`config.mk`:
```
export PLATFORM = sky130hd
export DESIGN_NAME = tsc_task_switch_control
export DESIGN_NICKNAME = d
export VERILOG_FILES = /design/src/rtl/tsc_pkg.sv /design/src/rtl/tsc_task_switch_control.sv
export VERILOG_INCLUDE_DIRS = /design/src /design/src/rtl
export SDC_FILE = /design/constraint.sdc
export NUM_CORES = 1
export LEC_CHECK = 0
export BUFFER_PORTS_ARGS = -buffer_cell sky130_fd_sc_hd__buf_2
export CAP_MARGIN = 20
export CORE_AREA = 5 5 130 132
export DETAILED_ROUTE_END_ITERATION = 16
export DIE_AREA = 0 0 135 137
export PLACE_DENSITY = 0.68
export SLEW_MARGIN = 20
export SYNTH_ARGS = -nofsm -noshare
export SYNTH_HDL_FRONTEND = slang
export SYNTH_SLANG_ARGS = --single-unit
```
`constraint.sdc`:
```
create_clock -name clk -period 1.5 [get_ports clk]
set_clock_uncertainty 0.05 [all_clocks]
set_input_delay 0 -clock clk [delete_from_list [all_inputs] [get_ports clk]]
set_output_delay 0 -clock clk [all_outputs]
set_load 0.1 [all_outputs]
```
`src/rtl/tsc_defines.svh`:
```
// Constants for the task switch control block.
// Assumes inclusion by bare name from the design module.
`ifndef TSC_DEFINES_SVH
`define TSC_DEFINES_SVH
`define TSC_TSEG_MIN_LIMIT 16'h002b
`define TSC_NEST_BIT 4'he
`define TSC_TYPE_AVAIL 4'h1
`define TSC_TYPE_BUSY 4'h3
`define TSC_VEC_NOEXT 8'h07
`define TSC_VEC_DOUBLE 8'h08
`define TSC_VEC_GP 8'h0d
`define TSC_RESET_CS 16'hf000
`define TSC_RESET_IP 16'hfff0
`define TSC_STW_PROT 2'h0
`define TSC_STW_PRES 2'h1
`define TSC_STW_SWITCHED 2'h3
`endif

```
`src/rtl/tsc_pkg.sv`:
```
// Types shared by the task switch control block.
// Assumes the defines header is on the include path.
package tsc_pkg;
  // Source that starts a task switch.
  typedef enum logic [2:0] {
    TSC_SRC_JMP = 3'b000,
    TSC_SRC_CALL = 3'b001,
    TSC_SRC_SWINT = 3'b010,
    TSC_SRC_EXC = 3'b011,
    TSC_SRC_EXTINT = 3'b100,
    TSC_SRC_RETURN = 3'b101
  } tsc_src_t;
  // Selector test operation codes.
  typedef enum logic [2:0] {
    TSC_OP_NONE = 3'b000,
    TSC_OP_ADJ = 3'b001,
    TSC_OP_VRD = 3'b010,
    TSC_OP_VWR = 3'b011,
    TSC_OP_LIM = 3'b100,
    TSC_OP_RIGHTS = 3'b101
  } tsc_op_t;
  // Fault tracking state.
  typedef enum logic [1:0] {
    TSC_FS_RUN = 2'b00,
    TSC_FS_DOUBLE = 2'b01,
    TSC_FS_SHUT = 2'b10
  } tsc_fstate_t;
  // Descriptor of the segment a selector references.
  typedef struct packed {
    logic [23:0] base;
    logic [15:0] limit;
    logic [7:0] rights;
  } tsc_desc_t;
  // Task switch request.
  typedef struct packed {
    logic valid;
    tsc_src_t src;
    logic gate_in_table;
    logic [15:0] sel;
    tsc_desc_t desc;
  } tsc_switch_req_t;
  // Selector test request.
  typedef struct packed {
    tsc_op_t op;
    logic [15:0] sel;
    logic [15:0] reg_val;
    tsc_desc_t desc;
    logic priv_ok;
    logic type_ok;
    logic readable;
    logic writable;
  } tsc_test_req_t;
  // Selector test result.
  typedef struct packed {
    logic done;
    logic zf;
    logic [15:0] result;
  } tsc_test_rsp_t;
endpackage : tsc_pkg

```
`src/rtl/tsc_task_switch_control.sv`:
```
// Task switch, lazy extension context, selector tests, double fault and reset-time addressing.
// Assumes one 10 MHz clock, synchronous reset, and a sequencer that performs memory writes it is told to.
`timescale 1ns/1ps
`default_nettype none
`include "tsc_defines.svh"

// What this block does
// - Start a switch for jump or call to segment or gate, or interrupt task gate.
// - Save current state, load new task state, continue in the new task.
// - Task segment limit must exceed 002B to be valid.
// - Hold current task selector; reload hidden base and limit on each new selector.
// - Nested flag at flag bit 14; interrupt return switches back when set.
// - Call or software interrupt switch marks both busy and stores back link.
// - Set nested flag on call or interrupt switch; clear on plain interrupt.
// - Mark busy by rewriting descriptor type from available to busy value.
// - Raise exception 13 when a selector references a busy task segment.
// - Leave extension context untouched on a switch; change only on use.
// - Set task switched flag in the status word on every switch.
// - Exception 7 on escape or wait when switched and present flags set.
// - Privilege adjust takes maximum requested field; zero flag if it changed.
// - Read and write verify set zero flag when access allowed, no exception.
// - Limit and rights load copy value only when allowed; zero flag on success.
// - Two exceptions in one instruction give double fault exception 8.
// - Exception during double fault enters shutdown; no further switches or exceptions processed.
// - Leave shutdown by NMI keeping protected mode, or reset leaving it.
// - Signal shutdown with a halt bus operation driving address bit 1 high.
// - After reset real mode; code fetch upper address high until code reloaded.
// - Start after reset at code F000 and pointer FFF0.
module tsc_task_switch_control (
  input wire logic clk,
  input wire logic srst,
  input wire tsc_pkg::tsc_switch_req_t switch_req,
  input wire logic plain_int,
  input wire logic target_busy,
  input wire logic [15:0] flag_write_val,
  input wire logic flag_write,
  input wire logic [3:0] status_word_load_val,
  input wire logic status_word_load_op,
  input wire logic ext_op,
  input wire logic exception_in,
  input wire logic nmi,
  input wire logic cs_load,
  input wire logic [1:0] seg_sel,
  input wire tsc_pkg::tsc_test_req_t test_req,
  output logic switch_go,
  output logic switch_back,
  output logic mark_old_busy,
  output logic mark_new_busy,
  output logic [3:0] busy_type,
  output logic write_back_link,
  output logic [15:0] back_link,
  output logic [15:0] task_selector_register,
  output logic [23:0] task_base,
  output logic [15:0] task_limit,
  output logic nested_task_flag,
  output logic [3:0] machine_status_word,
  output logic exc_valid,
  output logic [7:0] exc_vector,
  output logic shutdown,
  output logic halt_cycle,
  output logic halt_a1,
  output logic [3:0] upper_addr,
  output logic [15:0] cs_value,
  output logic [15:0] ip_value,
  output tsc_pkg::tsc_test_rsp_t test_rsp
);

  logic [15:0] tsel_q, tsel_d, link_q, link_d;
  logic [23:0] base_q, base_d;
  logic [15:0] limit_q, limit_d;
  logic nest_q, nest_d, go_q, go_d, back_q, back_d, mob_q, mob_d, mnb_q, mnb_d, wbl_q, wbl_d;
  logic [3:0] stw_q, stw_d;
  logic exv_q, exv_d, cs_fresh_q, cs_fresh_d, nmi_m, nmi_s;
  logic [7:0] vec_q, vec_d;
  logic [3:0] ua_q, ua_d;
  tsc_pkg::tsc_fstate_t fs_q, fs_d;
  tsc_pkg::tsc_test_rsp_t rsp_q, rsp_d;
  logic sw_ok, link_sw, pend;

  //////////////////////////////////////////////////////////////////////////////
  // Task switch, selector register and status word next state.
  always_comb begin
    tsel_d = tsel_q;
    base_d = base_q;
    limit_d = limit_q;
    link_d = link_q;
    nest_d = nest_q;
    stw_d = stw_q;
    go_d = 1'b0;
    back_d = 1'b0;
    mob_d = 1'b0;
    mnb_d = 1'b0;
    wbl_d = 1'b0;
    link_sw = (switch_req.src == tsc_pkg::TSC_SRC_CALL) || (switch_req.src == tsc_pkg::TSC_SRC_SWINT);
    // A switch needs a valid limit, an idle target and a running machine.
    sw_ok = switch_req.valid && switch_req.gate_in_table && !target_busy && fs_q != tsc_pkg::TSC_FS_SHUT
      && switch_req.desc.limit > `TSC_TSEG_MIN_LIMIT
      && (switch_req.src != tsc_pkg::TSC_SRC_RETURN || nest_q);
    if (flag_write) begin
      nest_d = flag_write_val[`TSC_NEST_BIT];
    end
    if (plain_int) begin
      nest_d = 1'b0;
    end
    if (status_word_load_op) begin
      stw_d = status_word_load_val | {3'h0, stw_q[`TSC_STW_PROT]};
    end
    if (sw_ok) begin
      go_d = 1'b1;
      back_d = (switch_req.src == tsc_pkg::TSC_SRC_RETURN);
      tsel_d = switch_req.sel;
      base_d = switch_req.desc.base;
      limit_d = switch_req.desc.limit;
      stw_d[`TSC_STW_SWITCHED] = 1'b1;
      if (link_sw) begin
        mob_d = 1'b1;
        mnb_d = 1'b1;
        wbl_d = 1'b1;
        link_d = tsel_q;
      end
      nest_d = link_sw || switch_req.src == tsc_pkg::TSC_SRC_EXC || switch_req.src == tsc_pkg::TSC_SRC_EXTINT;
    end
  end

  // Registers for the task switch group.
  always_ff @(posedge clk) begin
    if (srst) begin
      tsel_q <= 16'h0000;
      base_q <= 24'h000000;
      limit_q <= 16'h0000;
      link_q <= 16'h0000;
      nest_q <= 1'b0;
      stw_q <= 4'h0;
      go_q <= 1'b0;
      back_q <= 1'b0;
      mob_q <= 1'b0;
      mnb_q <= 1'b0;
      wbl_q <= 1'b0;
    end else begin
      tsel_q <= tsel_d;
      base_q <= base_d;
      limit_q <= limit_d;
      link_q <= link_d;
      nest_q <= nest_d;
      stw_q <= stw_d;
      go_q <= go_d;
      back_q <= back_d;
      mob_q <= mob_d;
      mnb_q <= mnb_d;
      wbl_q <= wbl_d;
    end
  end

  //////////////////////////////////////////////////////////////////////////////
  // Non-maskable interrupt pin synchroniser.
  always_ff @(posedge clk) begin
    if (srst) begin
      nmi_m <= 1'b0;
      nmi_s <= 1'b0;
    end else begin
      nmi_m <= nmi;
      nmi_s <= nmi_m;
    end
  end

  //////////////////////////////////////////////////////////////////////////////
  // Exception, double fault and shutdown next state.
  always_comb begin
    fs_d = fs_q;
    exv_d = 1'b0;
    vec_d = vec_q;
    pend = switch_req.valid && target_busy;
    case (fs_q)
      tsc_pkg::TSC_FS_RUN: begin
        if (exception_in && pend) begin
          exv_d = 1'b1;
          vec_d = `TSC_VEC_DOUBLE;
          fs_d = tsc_pkg::TSC_FS_DOUBLE;
        end else if (pend) begin
          exv_d = 1'b1;
          vec_d = `TSC_VEC_GP;
        end else if (ext_op && stw_q[`TSC_STW_SWITCHED] && stw_q[`TSC_STW_PRES]) begin
          exv_d = 1'b1;
          vec_d = `TSC_VEC_NOEXT;
        end
      end
      tsc_pkg::TSC_FS_DOUBLE: begin
        if (exception_in || pend) begin
          fs_d = tsc_pkg::TSC_FS_SHUT;
        end else begin
          fs_d = tsc_pkg::TSC_FS_RUN;
        end
      end
      tsc_pkg::TSC_FS_SHUT: begin
        if (nmi_s) begin
          fs_d = tsc_pkg::TSC_FS_RUN;
        end
      end
      default: fs_d = tsc_pkg::TSC_FS_RUN;
    endcase
  end

  // Registers for the fault group; reset also leaves protected mode through the status word.
  always_ff @(posedge clk) begin
    if (srst) begin
      fs_q <= tsc_pkg::TSC_FS_RUN;
      exv_q <= 1'b0;
      vec_q <= 8'h00;
    end else begin
      fs_q <= fs_d;
      exv_q <= exv_d;
      vec_q <= vec_d;
    end
  end

  //////////////////////////////////////////////////////////////////////////////
  // Upper address bits for real mode start-up.
  always_comb begin
    cs_fresh_d = cs_fresh_q;
    if (cs_load) begin
      cs_fresh_d = 1'b0;
    end
    ua_d = (cs_fresh_d && seg_sel == 2'h1) ? 4'hf : 4'h0;
  end

  // Registers for the address group.
  always_ff @(posedge clk) begin
    if (srst) begin
      cs_fresh_q <= 1'b1;
      ua_q <= 4'h0;
    end else begin
      cs_fresh_q <= cs_fresh_d;
      ua_q <= ua_d;
    end
  end

  //////////////////////////////////////////////////////////////////////////////
  // Selector test operations; none raises an exception.
  always_comb begin
    rsp_d.done = test_req.op != tsc_pkg::TSC_OP_NONE;
    rsp_d.zf = 1'b0;
    rsp_d.result = 16'h0000;
    case (test_req.op)
      tsc_pkg::TSC_OP_ADJ: begin
        rsp_d.result = test_req.sel;
        if (test_req.reg_val[1:0] > test_req.sel[1:0]) begin
          rsp_d.result[1:0] = test_req.reg_val[1:0];
          rsp_d.zf = 1'b1;
        end
      end
      tsc_pkg::TSC_OP_VRD: rsp_d.zf = test_req.readable;
      tsc_pkg::TSC_OP_VWR: rsp_d.zf = test_req.writable;
      tsc_pkg::TSC_OP_LIM: begin
        if (test_req.priv_ok && test_req.type_ok) begin
          rsp_d.result = test_req.desc.limit;
          rsp_d.zf = 1'b1;
        end
      end
      tsc_pkg::TSC_OP_RIGHTS: begin
        if (test_req.priv_ok) begin
          rsp_d.result = {test_req.desc.rights, 8'h00};
          rsp_d.zf = 1'b1;
        end
      end
      default: rsp_d.done = 1'b0;
    endcase
  end

  // Register for the test result.
  always_ff @(posedge clk) begin
    if (srst) begin
      rsp_q <= '0;
    end else begin
      rsp_q <= rsp_d;
    end
  end

  //////////////////////////////////////////////////////////////////////////////
  // Outputs.
  assign switch_go = go_q;
  assign switch_back = back_q;
  assign mark_old_busy = mob_q;
  assign mark_new_busy = mnb_q;
  assign busy_type = `TSC_TYPE_BUSY;
  assign write_back_link = wbl_q;
  assign back_link = link_q;
  assign task_selector_register = tsel_q;
  assign task_base = base_q;
  assign task_limit = limit_q;
  assign nested_task_flag = nest_q;
  assign machine_status_word = stw_q;
  assign exc_valid = exv_q;
  assign exc_vector = vec_q;
  assign shutdown = (fs_q == tsc_pkg::TSC_FS_SHUT);
  assign halt_cycle = shutdown;
  assign halt_a1 = shutdown;
  assign upper_addr = ua_q;
  assign cs_value = `TSC_RESET_CS;
  assign ip_value = `TSC_RESET_IP;
  assign test_rsp = rsp_q;

  //////////////////////////////////////////////////////////////////////////////
  // Checks.
  AST_LIMIT: assert property (@(posedge clk) disable iff (srst)
    switch_go |-> task_limit > `TSC_TSEG_MIN_LIMIT) else $error("Switch with short limit.");
  AST_TR_LOAD: assert property (@(posedge clk) disable iff (srst)
    (switch_req.valid && !target_busy && switch_req.gate_in_table && switch_req.desc.limit > 16'h002b
     && switch_req.src == tsc_pkg::TSC_SRC_JMP && !shutdown) |=> task_selector_register == $past(switch_req.sel))
    else $error("Selector not loaded.");
  AST_SWITCHED_SET: assert property (@(posedge clk) disable iff (srst)
    switch_go |-> machine_status_word[3]) else $error("Switched flag not set.");
  AST_LINK: assert property (@(posedge clk) disable iff (srst)
    write_back_link |-> mark_old_busy && mark_new_busy && back_link == $past(task_selector_register))
    else $error("Bad back link.");
  AST_NEST: assert property (@(posedge clk) disable iff (srst)
    mark_new_busy |-> nested_task_flag) else $error("Nested flag not set.");
  AST_BUSY_EXC: assert property (@(posedge clk) disable iff (srst)
    (switch_req.valid && target_busy && !exception_in && fs_q == tsc_pkg::TSC_FS_RUN)
    |=> exc_valid && exc_vector == 8'h0d) else $error("Busy use not trapped.");
  AST_NOEXT: assert property (@(posedge clk) disable iff (srst)
    (ext_op && machine_status_word[3] && machine_status_word[1] && !switch_req.valid && fs_q == tsc_pkg::TSC_FS_RUN)
    |=> exc_vector == 8'h07) else $error("Missing exception 7.");
  AST_SHUT: assert property (@(posedge clk) disable iff (srst)
    shutdown |-> halt_cycle && halt_a1 && !switch_go) else $error("Shutdown not signalled.");
  AST_ADJ: assert property (@(posedge clk) disable iff (srst)
    (test_req.op == tsc_pkg::TSC_OP_ADJ) |=> test_rsp.zf == ($past(test_req.reg_val[1:0]) > $past(test_req.sel[1:0])))
    else $error("Adjust flag wrong.");
  COV_SWITCH: cover property (@(posedge clk) disable iff (srst) switch_go && mark_new_busy);
  COV_BACK: cover property (@(posedge clk) disable iff (srst) switch_back);
  COV_SHUT: cover property (@(posedge clk) disable iff (srst) shutdown);

endmodule : tsc_task_switch_control
`default_nettype wire

```
==> insert_results.sql, run 1 <==
INSERT INTO impl_metrics (metric_group, metric, value, unit) VALUES
('timing', 'finalSetupViolCount', '2', ''),
('floorplan', 'row_count', '46', ''),
('timing', 'layout_setup_ws', '-0.0107', 'ns'),
('final_layout', 'drive_above_1_share', '0.354', ''),
('timing', 'timing.fmax', '662', 'MHz'),
('synthesis', 'yosys_register_bits', '108', ''),
('run_status', 'violations', 'negative setup slack', ''),
('synthesis', 'ys_dominant_reg_cell', 'sky130_fd_sc_hd__dfxtp_1', ''),
('synthesis', 'post_synth_xor_area_fraction', '0.00368', ''),
('final_layout', 'areaGrowthSynthToFinish', '63.0', '%'),
('synthesis', 'synth_compound_area_frac', '0.192', ''),
('setup_path', 'cp-start-kind', 'register', ''),
('floorplan', 'ios', '340', ''),
('timing', 'grt_setup_unrepaired', 'yes', ''),
('floorplan', 'fp.dieH', '137', 'µm'),
('global_route', 'grt_antenna_before_repair', '1', ''),
('place', 'gp_congestion', '0.757', ''),
('synthesis', 'synth-adder-area-share', '0.0105', ''),
('synthesis', 'syn_inst', '538', ''),
('route', 'detailedRoute.firstPassIterationCount', '5', ''),
('synthesis', 'synth_mux_area_frac', '0.0316', ''),
('route', 'drt-total-wl', '18.2', 'mm'),
('global_route', 'first_global_vias', '5193', ''),
('floorplan', 'floorplan.initialDensity', '0.305', ''),
('timing', 'finalSetupTns', '-0.0213', 'ns'),
('setup_path', 'number_of_buffers_and_inverters_on_the_critical_path', '3', ''),
('timing', 'period_minus_slack', '1.51', 'ns'),
('timing', 'period_share', '1.01', ''),
('place', 'numPlacedInstances', '966', ''),
('power', 'power_density_over_the_cells', '937', 'mW/mm²'),
('global_route', 'total_grt_overflow', '0', ''),
('hold_path', 'worst_hold_path_type', 'primary input to register', ''),
('route', 'remaining_design_rule_violation_count', '0', ''),
('run_status', 'status', 'complete, but fails checks', ''),
('power', 'power.leakage', '3.50', 'nW'),
('cts', 'clock_tree_from_tritoncts', 'yes', ''),
('cts', 'cts.clk_slew.worst_paths', '0.08', 'ns'),
('setup_path', 'crit_path_cell_trace', 'nand2b_4 -> buf_4 -> clkinvlp_4 -> buf_2', ''),
('final_layout', 'num-fill-cells', '1471', ''),
('place', 'detailedPlacementHpwl', '11.3', 'mm'),
('cts', 'cts-buffers-inserted', '9', ''),
('floorplan', 'fp.dieW', '135', 'µm'),
('cts', 'ctsRootBufferMaster', 'sky130_fd_sc_hd__clkbuf_16', ''),
('cts', 'cts.htree.levels', '3', ''),
('synthesis', 'synth_top_family_by_area', 'compound AO/OA/AOI/OAI gates', ''),
('power', 'vdd_drop_max', '0.480', 'mV'),
('synthesis', 'synth_async_sr_flop_share', '0', ''),
('global_route', 'grtUsageTotal', '0.181', ''),
('setup_path', 'worst-path-max-fanout', '3', ''),
('floorplan', 'core_area', '0.0156', 'mm²'),
('route', 'avgRoutedWirePerCell', '16.5', 'µm'),
('cts', 'clk-insertion-delay-late', '0.35', 'ns'),
('job', 'maxCapViolCount', '0', ''),
('hold_path', 'hold_depth', '5', ''),
('route', 'route.detailed.vias_per_inst', '4.76', ''),
('synthesis', 'synth-edff-count', '0', ''),
('hold_path', 'holdCritStartpoint', 'test_req[86]', ''),
('setup_path', 'arrival', '1.46', 'ns'),
('route', 'drt.antenna.violating_nets', '0', ''),
('global_route', 'grt_pass1_wl', '26.6', 'mm'),
('place', 'numPortBuffers', '238', ''),
('timing', 'timing.slew.headroom', '0.648', ''),
('floorplan', 'floorplan_die_area', '0.0185', 'mm²'),
('timing', 'worst-slew-pin-transition', '0.531', 'ns'),
('global_route', 'grt_start_max_net_pins', '75', ''),
('setup_path', 'worstSetupPathDepth', '4', ''),
('final_layout', 'post_layout_nonfiller_instances', '1104', ''),
('synthesis', 'yosys.area_share.simple', '0.174', ''),
('setup_path', 'cpMaxStageDelayCell', 'sky130_fd_sc_hd__buf_2', ''),
('cts', 'clock_sinks', '108', ''),
('setup_path', 'worst_path_largest_cell_delay', '0.41', 'ns');
## through the flow
stage / worst slack (ns) / hold WS, ns / instance area [µm²]
after floorplan: -0.00733 / 0.0267 / 4910
after global placement: 0.0200 / 0.134 / 6090
final: -0.0107 / 0.0324 / 7750
after detailed placement: 0.0253 / 0.127 / 6090
after CTS: -0.0261 / 0.00588 / 7510
after global routing: -0.0806 / 0.0281 / 7750
## cells in the final DEF, fill, tap and decap left out, types with 5 or more instances in the layout
| cell type | count |
|---|---|
| sky130_fd_sc_hd__buf_2 | 236 |
| sky130_fd_sc_hd__dlygate4sd3_1 | 110 |
| sky130_fd_sc_hd__dfxtp_1 | 104 |
| sky130_fd_sc_hd__a21oi_1 | 69 |
| sky130_fd_sc_hd__nand3_1 | 56 |
| sky130_fd_sc_hd__o21ai_1 | 41 |
| sky130_fd_sc_hd__conb_1 | 40 |
| sky130_fd_sc_hd__nor2_1 | 33 |
| sky130_fd_sc_hd__nand2b_1 | 24 |
| sky130_fd_sc_hd__buf_4 | 21 |
| sky130_fd_sc_hd__o21ai_0 | 17 |
| sky130_fd_sc_hd__mux2i_1 | 15 |
| sky130_fd_sc_hd__clkbuf_16 | 13 |
| sky130_fd_sc_hd__a222oi_1 | 8 |
| sky130_fd_sc_hd__buf_12 | 8 |
| sky130_fd_sc_hd__nand4_1 | 7 |
| sky130_fd_sc_hd__nor3_1 | 7 |
| sky130_fd_sc_hd__inv_1 | 6 |
| sky130_fd_sc_hd__a22oi_1 | 6 |
| sky130_fd_sc_hd__nor2b_1 | 5 |
## timing repair
action | in CTS | in global routing
hold buffers | 110 | 0
pin swaps | 1 | 4
gates resized for setup | 3 | 28
endpoints found under the setup margin | 16 | 75
buffers inserted | 0 | 6
cloned | 1 | 4
endpoints found under the hold margin | 89 | 0
## routing by layer
layer	up-vias	wire length, µm	global-route usage
met4	0	368	0.0649
met1	2436	7170	0.200
met5	-	0	0
met2	281	8820	0.320
met3	28	1810	0.0654
li1	2509	-	-
## worst min-delay path: stages
cell,delay (ns)
sky130_fd_sc_hd__buf_2,0.14
sky130_fd_sc_hd__nor2_1,0.05
sky130_fd_sc_hd__nor2_1,0.08
sky130_fd_sc_hd__nor2_1,0.04
sky130_fd_sc_hd__nor2_1,0.08
## flip-flops by register name (all words and copies together), names as in the netlist, 2 cells and up
signal / cells
task_base: 24
test_rsp: 18
back_link: 16
task_limit: 16
task_selector_register: 16
machine_status_word: 4
exc_vector: 3
fs_q: 2
## cell usage after synthesis (2+ instances only)
| cell type | instances | area share |
|---|---|---|
| sky130_fd_sc_hd__dfxtp_1 | 108 | 0.45 |
| sky130_fd_sc_hd__a21oi_1 | 70 | 0.074 |
| sky130_fd_sc_hd__nand3_1 | 56 | 0.059 |
| sky130_fd_sc_hd__buf_4 | 50 | 0.079 |
| sky130_fd_sc_hd__nor2_1 | 34 | 0.027 |
| sky130_fd_sc_hd__o21ai_0 | 29 | 0.031 |
| sky130_fd_sc_hd__o21ai_1 | 29 | 0.031 |
| sky130_fd_sc_hd__nand2b_1 | 25 | 0.033 |
| sky130_fd_sc_hd__clkbuf_1 | 19 | 0.015 |
| sky130_fd_sc_hd__mux2i_1 | 15 | 0.032 |
| sky130_fd_sc_hd__buf_2 | 13 | 0.014 |
| sky130_fd_sc_hd__a222oi_1 | 8 | 0.017 |
| sky130_fd_sc_hd__buf_6 | 7 | 0.017 |
| sky130_fd_sc_hd__inv_1 | 7 | 0.0055 |
| sky130_fd_sc_hd__nand4_1 | 7 | 0.0092 |
| sky130_fd_sc_hd__nor3_1 | 7 | 0.0074 |
| sky130_fd_sc_hd__o31ai_1 | 7 | 0.011 |
| sky130_fd_sc_hd__a22oi_1 | 6 | 0.0095 |
| sky130_fd_sc_hd__nor2b_1 | 5 | 0.0066 |
| sky130_fd_sc_hd__ha_1 | 4 | 0.011 |
| sky130_fd_sc_hd__nand2_1 | 4 | 0.0032 |
| sky130_fd_sc_hd__and3_1 | 2 | 0.0026 |
| sky130_fd_sc_hd__conb_1 | 2 | 0.0016 |
| sky130_fd_sc_hd__nor3b_2 | 2 | 0.0053 |
| sky130_fd_sc_hd__nor4_2 | 2 | 0.0053 |
| sky130_fd_sc_hd__nor4b_1 | 2 | 0.0037 |
| sky130_fd_sc_hd__o2111a_1 | 2 | 0.0047 |
| sky130_fd_sc_hd__o2111ai_2 | 2 | 0.0063 |
| sky130_fd_sc_hd__xor2_1 | 2 | 0.0037 |
## final timing paths
| path | end | slack, ns |
|---|---|---|
| setup / recovery | halt_cycle | -0.01 |
| setup reg to reg | task_limit[12]$_SDFFE_PP0P_ | 0.05 |
| hold / removal | test_rsp[17]$_SDFF_PP0_ | 0.03 |
| hold reg to reg | nmi_s$_SDFF_PP0_ | 0.39 |
## report_power, final
part	internal (mW)	leakage, nW	total (mW)	switching, mW
registers	2.94	0.878	2.99	0.0423
logic	0.549	2.49	1.98	1.43
clock network	1.19	0.129	2.30	1.12
## layout make-up
class / instances / area (µm²) / area share
timing repair buffer: 386 / 2820 / 0.363
multi-input combinational: 370 / 2190 / 0.282
sequential: 108 / 2170 / 0.280
tap: 216 / 270 / 0.0348
clock buffer: 12 / 246 / 0.0318
clock inverter: 4 / 32.5 / 0.00419
inverter: 7 / 30.0 / 0.00387
antenna: 1 / 2.50 / 0.000323
## kinds of logic after synthesis
family / Yosys count
compound gates: 158
xor+xnor: 2
fa+ha+maj: 4
buf+inv: 98
flops: 108
mux: 15
other cells: 2
simple gates: 151
Power figures use the tool's default switching activity.
==> inputs of run 2 (changes only) <==
--- a/config.mk
+++ b/config.mk
@@ -12,7 +12,8 @@
 export DETAILED_ROUTE_END_ITERATION = 16
 export DIE_AREA = 0 0 135 137
 export PLACE_DENSITY = 0.68
-export SLEW_MARGIN = 20
+export REMOVE_ABC_BUFFERS = 1
+export SKIP_LAST_GASP = 1
 export SYNTH_ARGS = -nofsm -noshare
 export SYNTH_HDL_FRONTEND = slang
 export SYNTH_SLANG_ARGS = --single-unit
==> run 2 against run 1 <==
The flow now finishes without violations. Cell count did not move. Die area did not move. First-iteration DRC count rose by 66%. Routed wire length fell by 2.2%.
==> insert_results.sql, run 2 (same netlist as run 1, synthesis figures left out) <==
INSERT INTO impl_metrics (metric_group, metric, value, unit) VALUES
('floorplan', 'floorplan_die_area', '0.0185', 'mm²'),
('cts', 'ctsRootBufferMaster', 'sky130_fd_sc_hd__clkbuf_16', ''),
('timing', 'timing.fmax', '684', 'MHz'),
('setup_path', 'cpMaxStageDelayCell', 'sky130_fd_sc_hd__dlygate4sd3_1', ''),
('timing', 'worst-slew-pin-transition', '0.654', 'ns'),
('setup_path', 'arrival', '1.69', 'ns'),
('route', 'route.detailed.vias_per_inst', '4.72', ''),
('cts', 'cts_max_path_buffers', '2', ''),
('power', 'vdd_drop_max', '0.558', 'mV'),
('setup_path', 'worst_path_largest_cell_delay', '0.53', 'ns'),
('floorplan', 'core_area', '0.0156', 'mm²'),
('hold_path', 'worst_hold_path_type', 'primary input to register', ''),
('route', 'drt.antenna.violating_nets', '0', ''),
('route', 'avgRoutedWirePerCell', '16.1', 'µm'),
('power', 'power.share.clock', '0.315', ''),
('final_layout', 'num-fill-cells', '1428', ''),
('setup_path', 'critical_path.endpoint_type', 'register', ''),
('power', 'p_comb_frac', '0.273', ''),
('final_layout', 'most-common-layout-cells', '232 x sky130_fd_sc_hd__buf_2, 107 x sky130_fd_sc_hd__dfxtp_1, 106 x sky130_fd_sc_hd__dlygate4sd3_1', ''),
('global_route', 'grt_antenna_before_repair', '0', ''),
('hold_path', 'holdCritStartpoint', 'srst', ''),
('power', 'seqPwrFrac', '0.412', ''),
('setup_path', 'criticalPathCategory', 'primary input to register', ''),
('route', 'remaining_design_rule_violation_count', '0', ''),
('power', 'netSwitchingPower', '2.53', 'mW'),
('floorplan', 'row_count', '46', ''),
('setup_path', 'cp_data_required_time', '1.72', 'ns'),
('final_layout', 'multi_input_comb_area', '0.00225', 'mm²'),
('route', 'drt-total-wl', '17.8', 'mm'),
('place', 'detailedPlacementHpwl', '10.7', 'mm'),
('global_route', 'total_grt_overflow', '0', ''),
('setup_path', 'cp-start-kind', 'primary input', ''),
('power', 'power_density_over_the_cells', '929', 'mW/mm²'),
('place', 'numPlacedInstances', '970', ''),
('timing', 'layout_setup_ws', '0.0386', 'ns'),
('final_layout', 'drive_above_1_share', '0.356', ''),
('floorplan', 'fp.dieW', '135', 'µm'),
('final_layout', 'final_nets', '1075', ''),
('route', 'first_iter_violations', '391', ''),
('cts', 'clock_sinks', '108', ''),
('setup_path', 'cpLargestDelayFamily', 'buffers and inverters', ''),
('global_route', 'grt_start_max_net_pins', '64', ''),
('setup_path', 'rr_startpoint', 'fs_q[0]$_SDFFE_PP0P_', ''),
('global_route', 'first_global_vias', '4934', ''),
('setup_path', 'number_of_buffers_and_inverters_on_the_critical_path', '3', ''),
('cts', 'cts.htree.levels', '3', ''),
('global_route', 'grtUsageTotal', '0.168', ''),
('final_layout', 'post_layout_nonfiller_instances', '1104', ''),
('place', 'place_area', '0.00610', 'mm²'),
('cts', 'cts-buffers-inserted', '9', ''),
('job', 'maxCapViolCount', '0', ''),
('setup_path', 'crit_path_cell_trace', 'dlygate4sd3_1 -> buf_2 -> nor2_2 -> o2111a_2 -> buf_6 -> o21ai_0 -> a21oi_1', ''),
('place', 'gp_congestion', '0.802', ''),
('timing', 'finalSetupTns', '0', 'ns'),
('setup_path', 'crit_path_start', 'switch_req[18]', ''),
('power', 'power_report.internal_total', '4.71', 'mW'),
('power', 'p_total', '7.24', 'mW'),
('timing', 'timing.slew.headroom', '0.564', ''),
('final_layout', 'seqCellArea', '0.00216', 'mm²'),
('setup_path', 'worst-path-max-fanout', '20', ''),
('timing', 'final_hold_viol_count', '0', ''),
('route', 'detailedRoute.firstPassIterationCount', '5', ''),
('power', 'power.leakage', '3.55', 'nW'),
('timing', 'final_max_slew_viol_count', '0', ''),
('timing', 'finalSetupViolCount', '0', ''),
('power', 'power.switching_fraction', '0.349', ''),
('floorplan', 'floorplan.initialDensity', '0.305', ''),
('cts', 'clk-insertion-delay-late', '0.34', 'ns'),
('timing', 'period_share', '0.974', ''),
('final_layout', 'final_common_cell', 'sky130_fd_sc_hd__buf_2', ''),
('run_status', 'status', 'finished, final reports clean', ''),
('global_route', 'grt_pass1_wl', '24.8', 'mm'),
('final_layout', 'largest_register_ff_count', '24', ''),
('cts', 'cts.clk_slew.worst_paths', '0.07', 'ns'),
('final_layout', 'final_design_area_no_fill', '0.00780', 'mm²'),
('final_layout', 'diodes', '0', ''),
('timing', 'period_minus_slack', '1.46', 'ns'),
('place', 'numPortBuffers', '238', ''),
('floorplan', 'ios', '340', ''),
('route', 'vias', '5208', ''),
('final_layout', 'areaGrowthSynthToFinish', '63.9', '%'),
('timing', 'grt_setup_unrepaired', 'yes', ''),
('cts', 'clock_tree_from_tritoncts', 'yes', ''),
('place', 'dp_worst_setup_slack', '-0.0242', 'ns'),
('floorplan', 'fp.dieH', '137', 'µm');
run 2: cell types whose count changed in the layout (fill, tap and decap cells not counted), moves of 4 or more:
| cell | change |
|---|---|
| sky130_fd_sc_hd__o21ai_1 | -9 |
| sky130_fd_sc_hd__buf_2 | -4 |
| sky130_fd_sc_hd__o31ai_4 | +5 |
| sky130_fd_sc_hd__o21ai_0 | +9 |
| sky130_fd_sc_hd__dlygate4sd3_1 | -4 |
run 2: repair_timing:
item / CTS / global route
pin swaps: 0 / 8
buffers inserted: 0 / 4
gates resized for setup: 0 / 37
cloned: 0 / 6
hold buffers: 109 / 0
hold endpoints to repair: 88 / 0
endpoints found under the setup margin: 3 / 79
run 2: area by class of cell:
| type | count | share of cell area |
|---|---|---|
| sequential | 108 | 0.277 |
| inverter | 7 | 0.00337 |
| multi-input combinational | 370 | 0.288 |
| clock inverter | 4 | 0.00305 |
| tap | 216 | 0.0346 |
| timing repair buffer | 387 | 0.361 |
| clock buffer | 12 | 0.0329 |
run 2: stage by stage:
step | util | hold WS (ns)
after floorplan | - | 0.0191
after global placement | 0.391 | 0.116
after detailed placement | 0.391 | 0.120
after CTS | 0.479 | 0.00609
after global routing | 0.500 | 0.00836
final | 0.500 | 0.00755
run 2: final timing paths:
check                                                 to  slack (ns)  cells after the start
setup / recovery  task_selector_register[4]$_SDFFE_PP0P_        0.04                      7
hold / removal                 back_link[9]$_SDFFE_PP0P_       0.008                      3
setup reg to reg               back_link[0]$_SDFFE_PP0P_        0.06                      7
hold reg to reg                         nmi_s$_SDFF_PP0_        0.39                      1
run 2: layer usage:
metal | vias up | share of wire | global-route usage
li1 | 2499 | - | -
met1 | 2464 | 0.39 | 0.200
met2 | 214 | 0.53 | 0.300
met3 | 31 | 0.058 | 0.0349
met4 | 0 | 0.021 | 0.0571
met5 | - | 0 | 0
run 2: worst reg2reg max path, cell delays in order (launching register included):
cell and delay [ns]:
sky130_fd_sc_hd__dfxtp_2 0.33, sky130_fd_sc_hd__nand2b_4 0.12, sky130_fd_sc_hd__buf_4 0.11, sky130_fd_sc_hd__o2111ai_4 0.10, sky130_fd_sc_hd__buf_12 0.17, sky130_fd_sc_hd__clkbuf_16 0.18
sky130_fd_sc_hd__o31ai_4 0.17, sky130_fd_sc_hd__a21oi_1 0.09
run 2: power groups by stage:
| stage | clock network, mW | logic (mW) | registers (mW) |
|---|---|---|---|
| after detailed placement | 0 | 1.67 | 3.05 |
| final | 2.28 | 1.98 | 2.99 |
| after CTS | 2.39 | 1.89 | 2.98 |
| after global placement | 0 | 1.66 | 3.05 |
| after global routing | 2.48 | 2.06 | 2.99 |
| after floorplan | 0 | 0.670 | 3.61 |
==> inputs of run 3 (changes only) <==
--- a/config.mk
+++ b/config.mk
@@ -6,12 +6,13 @@
 export SDC_FILE = /design/constraint.sdc
 export NUM_CORES = 1
 export LEC_CHECK = 0
+export ABC_AREA = 1
 export BUFFER_PORTS_ARGS = -buffer_cell sky130_fd_sc_hd__buf_2
 export CAP_MARGIN = 20
-export CORE_AREA = 5 5 130 132
+export CORE_AREA = 5 5 131 133
 export DETAILED_ROUTE_END_ITERATION = 16
-export DIE_AREA = 0 0 135 137
-export PLACE_DENSITY = 0.68
+export DIE_AREA = 0 0 136 138
+export PLACE_DENSITY = 0.67
 export REMOVE_ABC_BUFFERS = 1
 export SKIP_LAST_GASP = 1
 export SYNTH_ARGS = -nofsm -noshare
==> run 3 against run 2 <==
Worst setup slack improved by 0.0011 ns. Global-route usage fell by 1.1 points. Sequential share of layout area rose by 0.41 points. First-iteration DRC count fell by 59%. Clock power rose by 11%. Non-clock buffer count fell by 19. Combinational power rose by 21%. Critical path depth rose by 2. Cell count rose by 8.7%. Synthesized cell count rose by 18%. Flip-flop and latch count did not move. Critical path type unchanged. Largest power group unchanged.
==> insert_results.sql, run 3 <==
INSERT INTO impl_metrics (metric_group, metric, value, unit) VALUES
('run_status', 'status', 'finished, final reports clean', ''),
('final_layout', 'areaGrowthSynthToFinish', '60.9', '%'),
('route', 'vias', '5088', ''),
('final_layout', 'final_nets', '1170', ''),
('floorplan', 'core_area', '0.0157', 'mm²'),
('hold_path', 'worst_hold_path_type', 'primary input to register', ''),
('synthesis', 'netlist-cell-type-count', '33', ''),
('setup_path', 'cpMaxStageDelayCell', 'sky130_fd_sc_hd__dlygate4sd3_1', ''),
('setup_path', 'critical_path.endpoint_type', 'register', ''),
('setup_path', 'cpLargestDelayFamily', 'buffers and inverters', ''),
('timing', 'worst-slew-pin-transition', '0.530', 'ns'),
('synthesis', 'ys_dominant_reg_cell', 'sky130_fd_sc_hd__dfxtp_1', ''),
('power', 'power_density_over_the_cells', '1040', 'mW/mm²'),
('route', 'route.detailed.vias_per_inst', '4.24', ''),
('floorplan', 'floorplan_die_area', '0.0188', 'mm²'),
('floorplan', 'row_count', '46', ''),
('setup_path', 'worst_path_largest_cell_delay', '0.58', 'ns'),
('timing', 'final_hold_viol_count', '0', ''),
('synthesis', 'synth-edff-count', '0', ''),
('synthesis', 'netlist_top_cells_count', '138 x sky130_fd_sc_hd__nor2_1, 108 x sky130_fd_sc_hd__dfxtp_1, 80 x sky130_fd_sc_hd__nand2_1', ''),
('cts', 'clock_tree_from_tritoncts', 'yes', ''),
('place', 'dp_worst_setup_slack', '0.0366', 'ns'),
('final_layout', 'final_design_area_no_fill', '0.00769', 'mm²'),
('synthesis', 'syn_area', '0.00478', 'mm²'),
('place', 'detailedPlacementHpwl', '10.4', 'mm'),
('final_layout', 'num-fill-cells', '1494', ''),
('setup_path', 'criticalPathCategory', 'primary input to register', ''),
('final_layout', 'largest_register_ff_count', '24', ''),
('setup_path', 'arrival', '1.66', 'ns'),
('synthesis', 'yosys_register_bits', '108', ''),
('synthesis', 'synth_largest_area_cell', 'sky130_fd_sc_hd__dfxtp_1', ''),
('route', 'first_iter_violations', '162', ''),
('floorplan', 'fp.dieW', '136', 'µm'),
('cts', 'clock_sinks', '108', ''),
('power', 'p_total', '7.99', 'mW'),
('global_route', 'grtUsageTotal', '0.157', ''),
('global_route', 'grt_start_max_net_pins', '57', ''),
('synthesis', 'syn_inst', '637', ''),
('setup_path', 'number_of_buffers_and_inverters_on_the_critical_path', '3', ''),
('synthesis', 'yosysSeqAreaShare', '0.453', ''),
('setup_path', 'cp-start-kind', 'primary input', ''),
('route', 'drt-total-wl', '15.9', 'mm'),
('synthesis', 'synth.yosys.warnings', '0', ''),
('place', 'gp_congestion', '0.800', ''),
('timing', 'timing.fmax', '685', 'MHz'),
('timing', 'final_max_slew_viol_count', '0', ''),
('setup_path', 'cp_data_required_time', '1.70', 'ns'),
('final_layout', 'post_layout_util', '0.489', ''),
('final_layout', 'final_common_cell', 'sky130_fd_sc_hd__buf_2', ''),
('route', 'drt.antenna.violating_nets', '0', ''),
('job', 'maxCapViolCount', '0', ''),
('route', 'detailedRoute.firstPassIterationCount', '4', ''),
('timing', 'timing.slew.headroom', '0.649', ''),
('timing', 'finalSetupViolCount', '0', ''),
('route', 'avgRoutedWirePerCell', '13.3', 'µm'),
('floorplan', 'ios', '340', ''),
('floorplan', 'floorplan.initialDensity', '0.304', ''),
('power', 'vdd_drop_max', '0.560', 'mV'),
('global_route', 'first_global_vias', '5051', ''),
('timing', 'period_minus_slack', '1.46', 'ns'),
('global_route', 'grt_pass1_wl', '24.2', 'mm'),
('synthesis', 'synth_async_sr_flop_share', '0', ''),
('cts', 'cts.clk_slew.worst_paths', '0.08', 'ns'),
('timing', 'period_share', '0.974', ''),
('power', 'power.leakage', '3.77', 'nW'),
('synthesis', 'synthMostInstantiatedCell', 'sky130_fd_sc_hd__nor2_1', ''),
('route', 'remaining_design_rule_violation_count', '0', ''),
('timing', 'layout_setup_ws', '0.0397', 'ns'),
('synthesis', 'synth_top_area_frac', '0.453', ''),
('timing', 'finalSetupTns', '0', 'ns'),
('synthesis', 'synth_area_per_cell', '7.50', 'µm²'),
('cts', 'cts.htree.levels', '3', ''),
('global_route', 'grt_antenna_before_repair', '1', ''),
('floorplan', 'fp.dieH', '138', 'µm'),
('cts', 'clk-insertion-delay-late', '0.35', 'ns'),
('timing', 'grt_setup_unrepaired', 'yes', ''),
('cts', 'cts-buffers-inserted', '9', ''),
('cts', 'cts_max_path_buffers', '2', ''),
('synthesis', 'yosys-top-cells-area', 'sky130_fd_sc_hd__dfxtp_1 45%, sky130_fd_sc_hd__nor2_1 11%, sky130_fd_sc_hd__buf_4 7.5%', ''),
('place', 'numPortBuffers', '238', ''),
('final_layout', 'most-common-layout-cells', '230 x sky130_fd_sc_hd__buf_2, 125 x sky130_fd_sc_hd__nor2_1, 110 x sky130_fd_sc_hd__dlygate4sd3_1', ''),
('setup_path', 'worst-path-max-fanout', '7', ''),
('cts', 'ctsRootBufferMaster', 'sky130_fd_sc_hd__clkbuf_16', ''),
('setup_path', 'crit_path_cell_trace', 'dlygate4sd3_1 -> or2_4 -> nor2_4 -> nand3_4 -> nand2_8 -> clkinv_8 -> clkbuf_16 -> nor2_2 -> nor2_1', ''),
('global_route', 'total_grt_overflow', '0', ''),
('place', 'place_area', '0.00607', 'mm²'),
('final_layout', 'drive_above_1_share', '0.340', '');
[run 3: cell count changes in the layout (fill, tap and decap cells not counted), sizes merged, moves of 8 or more]
cell and change:
nand2b -25, nand3 -50, nand4 +9, a222oi -8, a21oi -62, nand2 +78
mux2i -15, nor2 +138, a31oi +8, buf -20, inv +68
[run 3: cell type report]
cell class / count / area (µm²) / area share
antenna: 1 / 2.50 / 0.000326
clock buffer: 9 / 225 / 0.0293
clock inverter: 7 / 90.1 / 0.0117
inverter: 72 / 283 / 0.0368
multi-input combinational: 419 / 2030 / 0.265
sequential: 108 / 2160 / 0.281
tap: 216 / 270 / 0.0352
timing repair buffer: 368 / 2620 / 0.341
[run 3: where the power goes]
| part | internal (mW) | switching, mW | leakage [nW] | total, mW |
|---|---|---|---|---|
| clock network | 1.34 | 1.18 | 0.156 | 2.53 |
| registers | 2.99 | 0.0742 | 0.881 | 3.06 |
| logic | 0.591 | 1.81 | 2.73 | 2.40 |
[run 3: final timing paths]
| kind | from | endpoint | slack (ns) | depth (start not counted) |
|---|---|---|---|---|
| setup / recovery | switch_req[14] | task_limit[14]$_SDFFE_PP0P_ | 0.04 | 9 |
| hold / removal | test_req[2] | test_rsp[1]$_SDFF_PP0_ | 0.03 | 5 |
| setup reg to reg | fs_q[0]$_SDFFE_PP0P_ | task_selector_register[0]$_SDFFE_PP0P_ | 0.08 | 8 |
| hold reg to reg | nmi_m$_SDFF_PP0_ | nmi_s$_SDFF_PP0_ | 0.36 | 2 |
[run 3: cell families after synthesis]
family          synth area share
simple gates               0.266
buf+inv                    0.166
flops                      0.453
compound gates             0.101
fa+ha+maj                 0.0105
other cells              0.00157
xor+xnor                 0.00183
[run 3: timing repair]
action                     4_1_cts  5_1_grt
hold buffers                   110        0
setup buffers                    0        1
gates resized for setup          0       47
hold endpoints to repair        84        0
setup endpoints to repair        0       63
[run 3: metal layers]
layer | vias to the layer above | routed length [µm] | GRT usage
li1 | 2574 | - | -
met1 | 2296 | 6390 | 0.173
met2 | 182 | 8020 | 0.283
met3 | 36 | 993 | 0.0370
met4 | 0 | 534 | 0.0695
met5 | - | 0 | 0
[run 3: tightest hold or removal path, stage by stage]
cell,delay [ns]
sky130_fd_sc_hd__buf_2,0.10
sky130_fd_sc_hd__nand2_1,0.05
sky130_fd_sc_hd__nor2_1,0.06
sky130_fd_sc_hd__a21oi_1,0.12
sky130_fd_sc_hd__nor2_1,0.05
[run 3: through the flow]
stage | cells | hold WS [ns]
after floorplan | 599 | 0.0191
after global placement | 1072 | 0.115
after detailed placement | 1072 | 0.121
after CTS | 1198 | 0.00603
after global routing | 1200 | 0.0522
final | 1200 | 0.0279
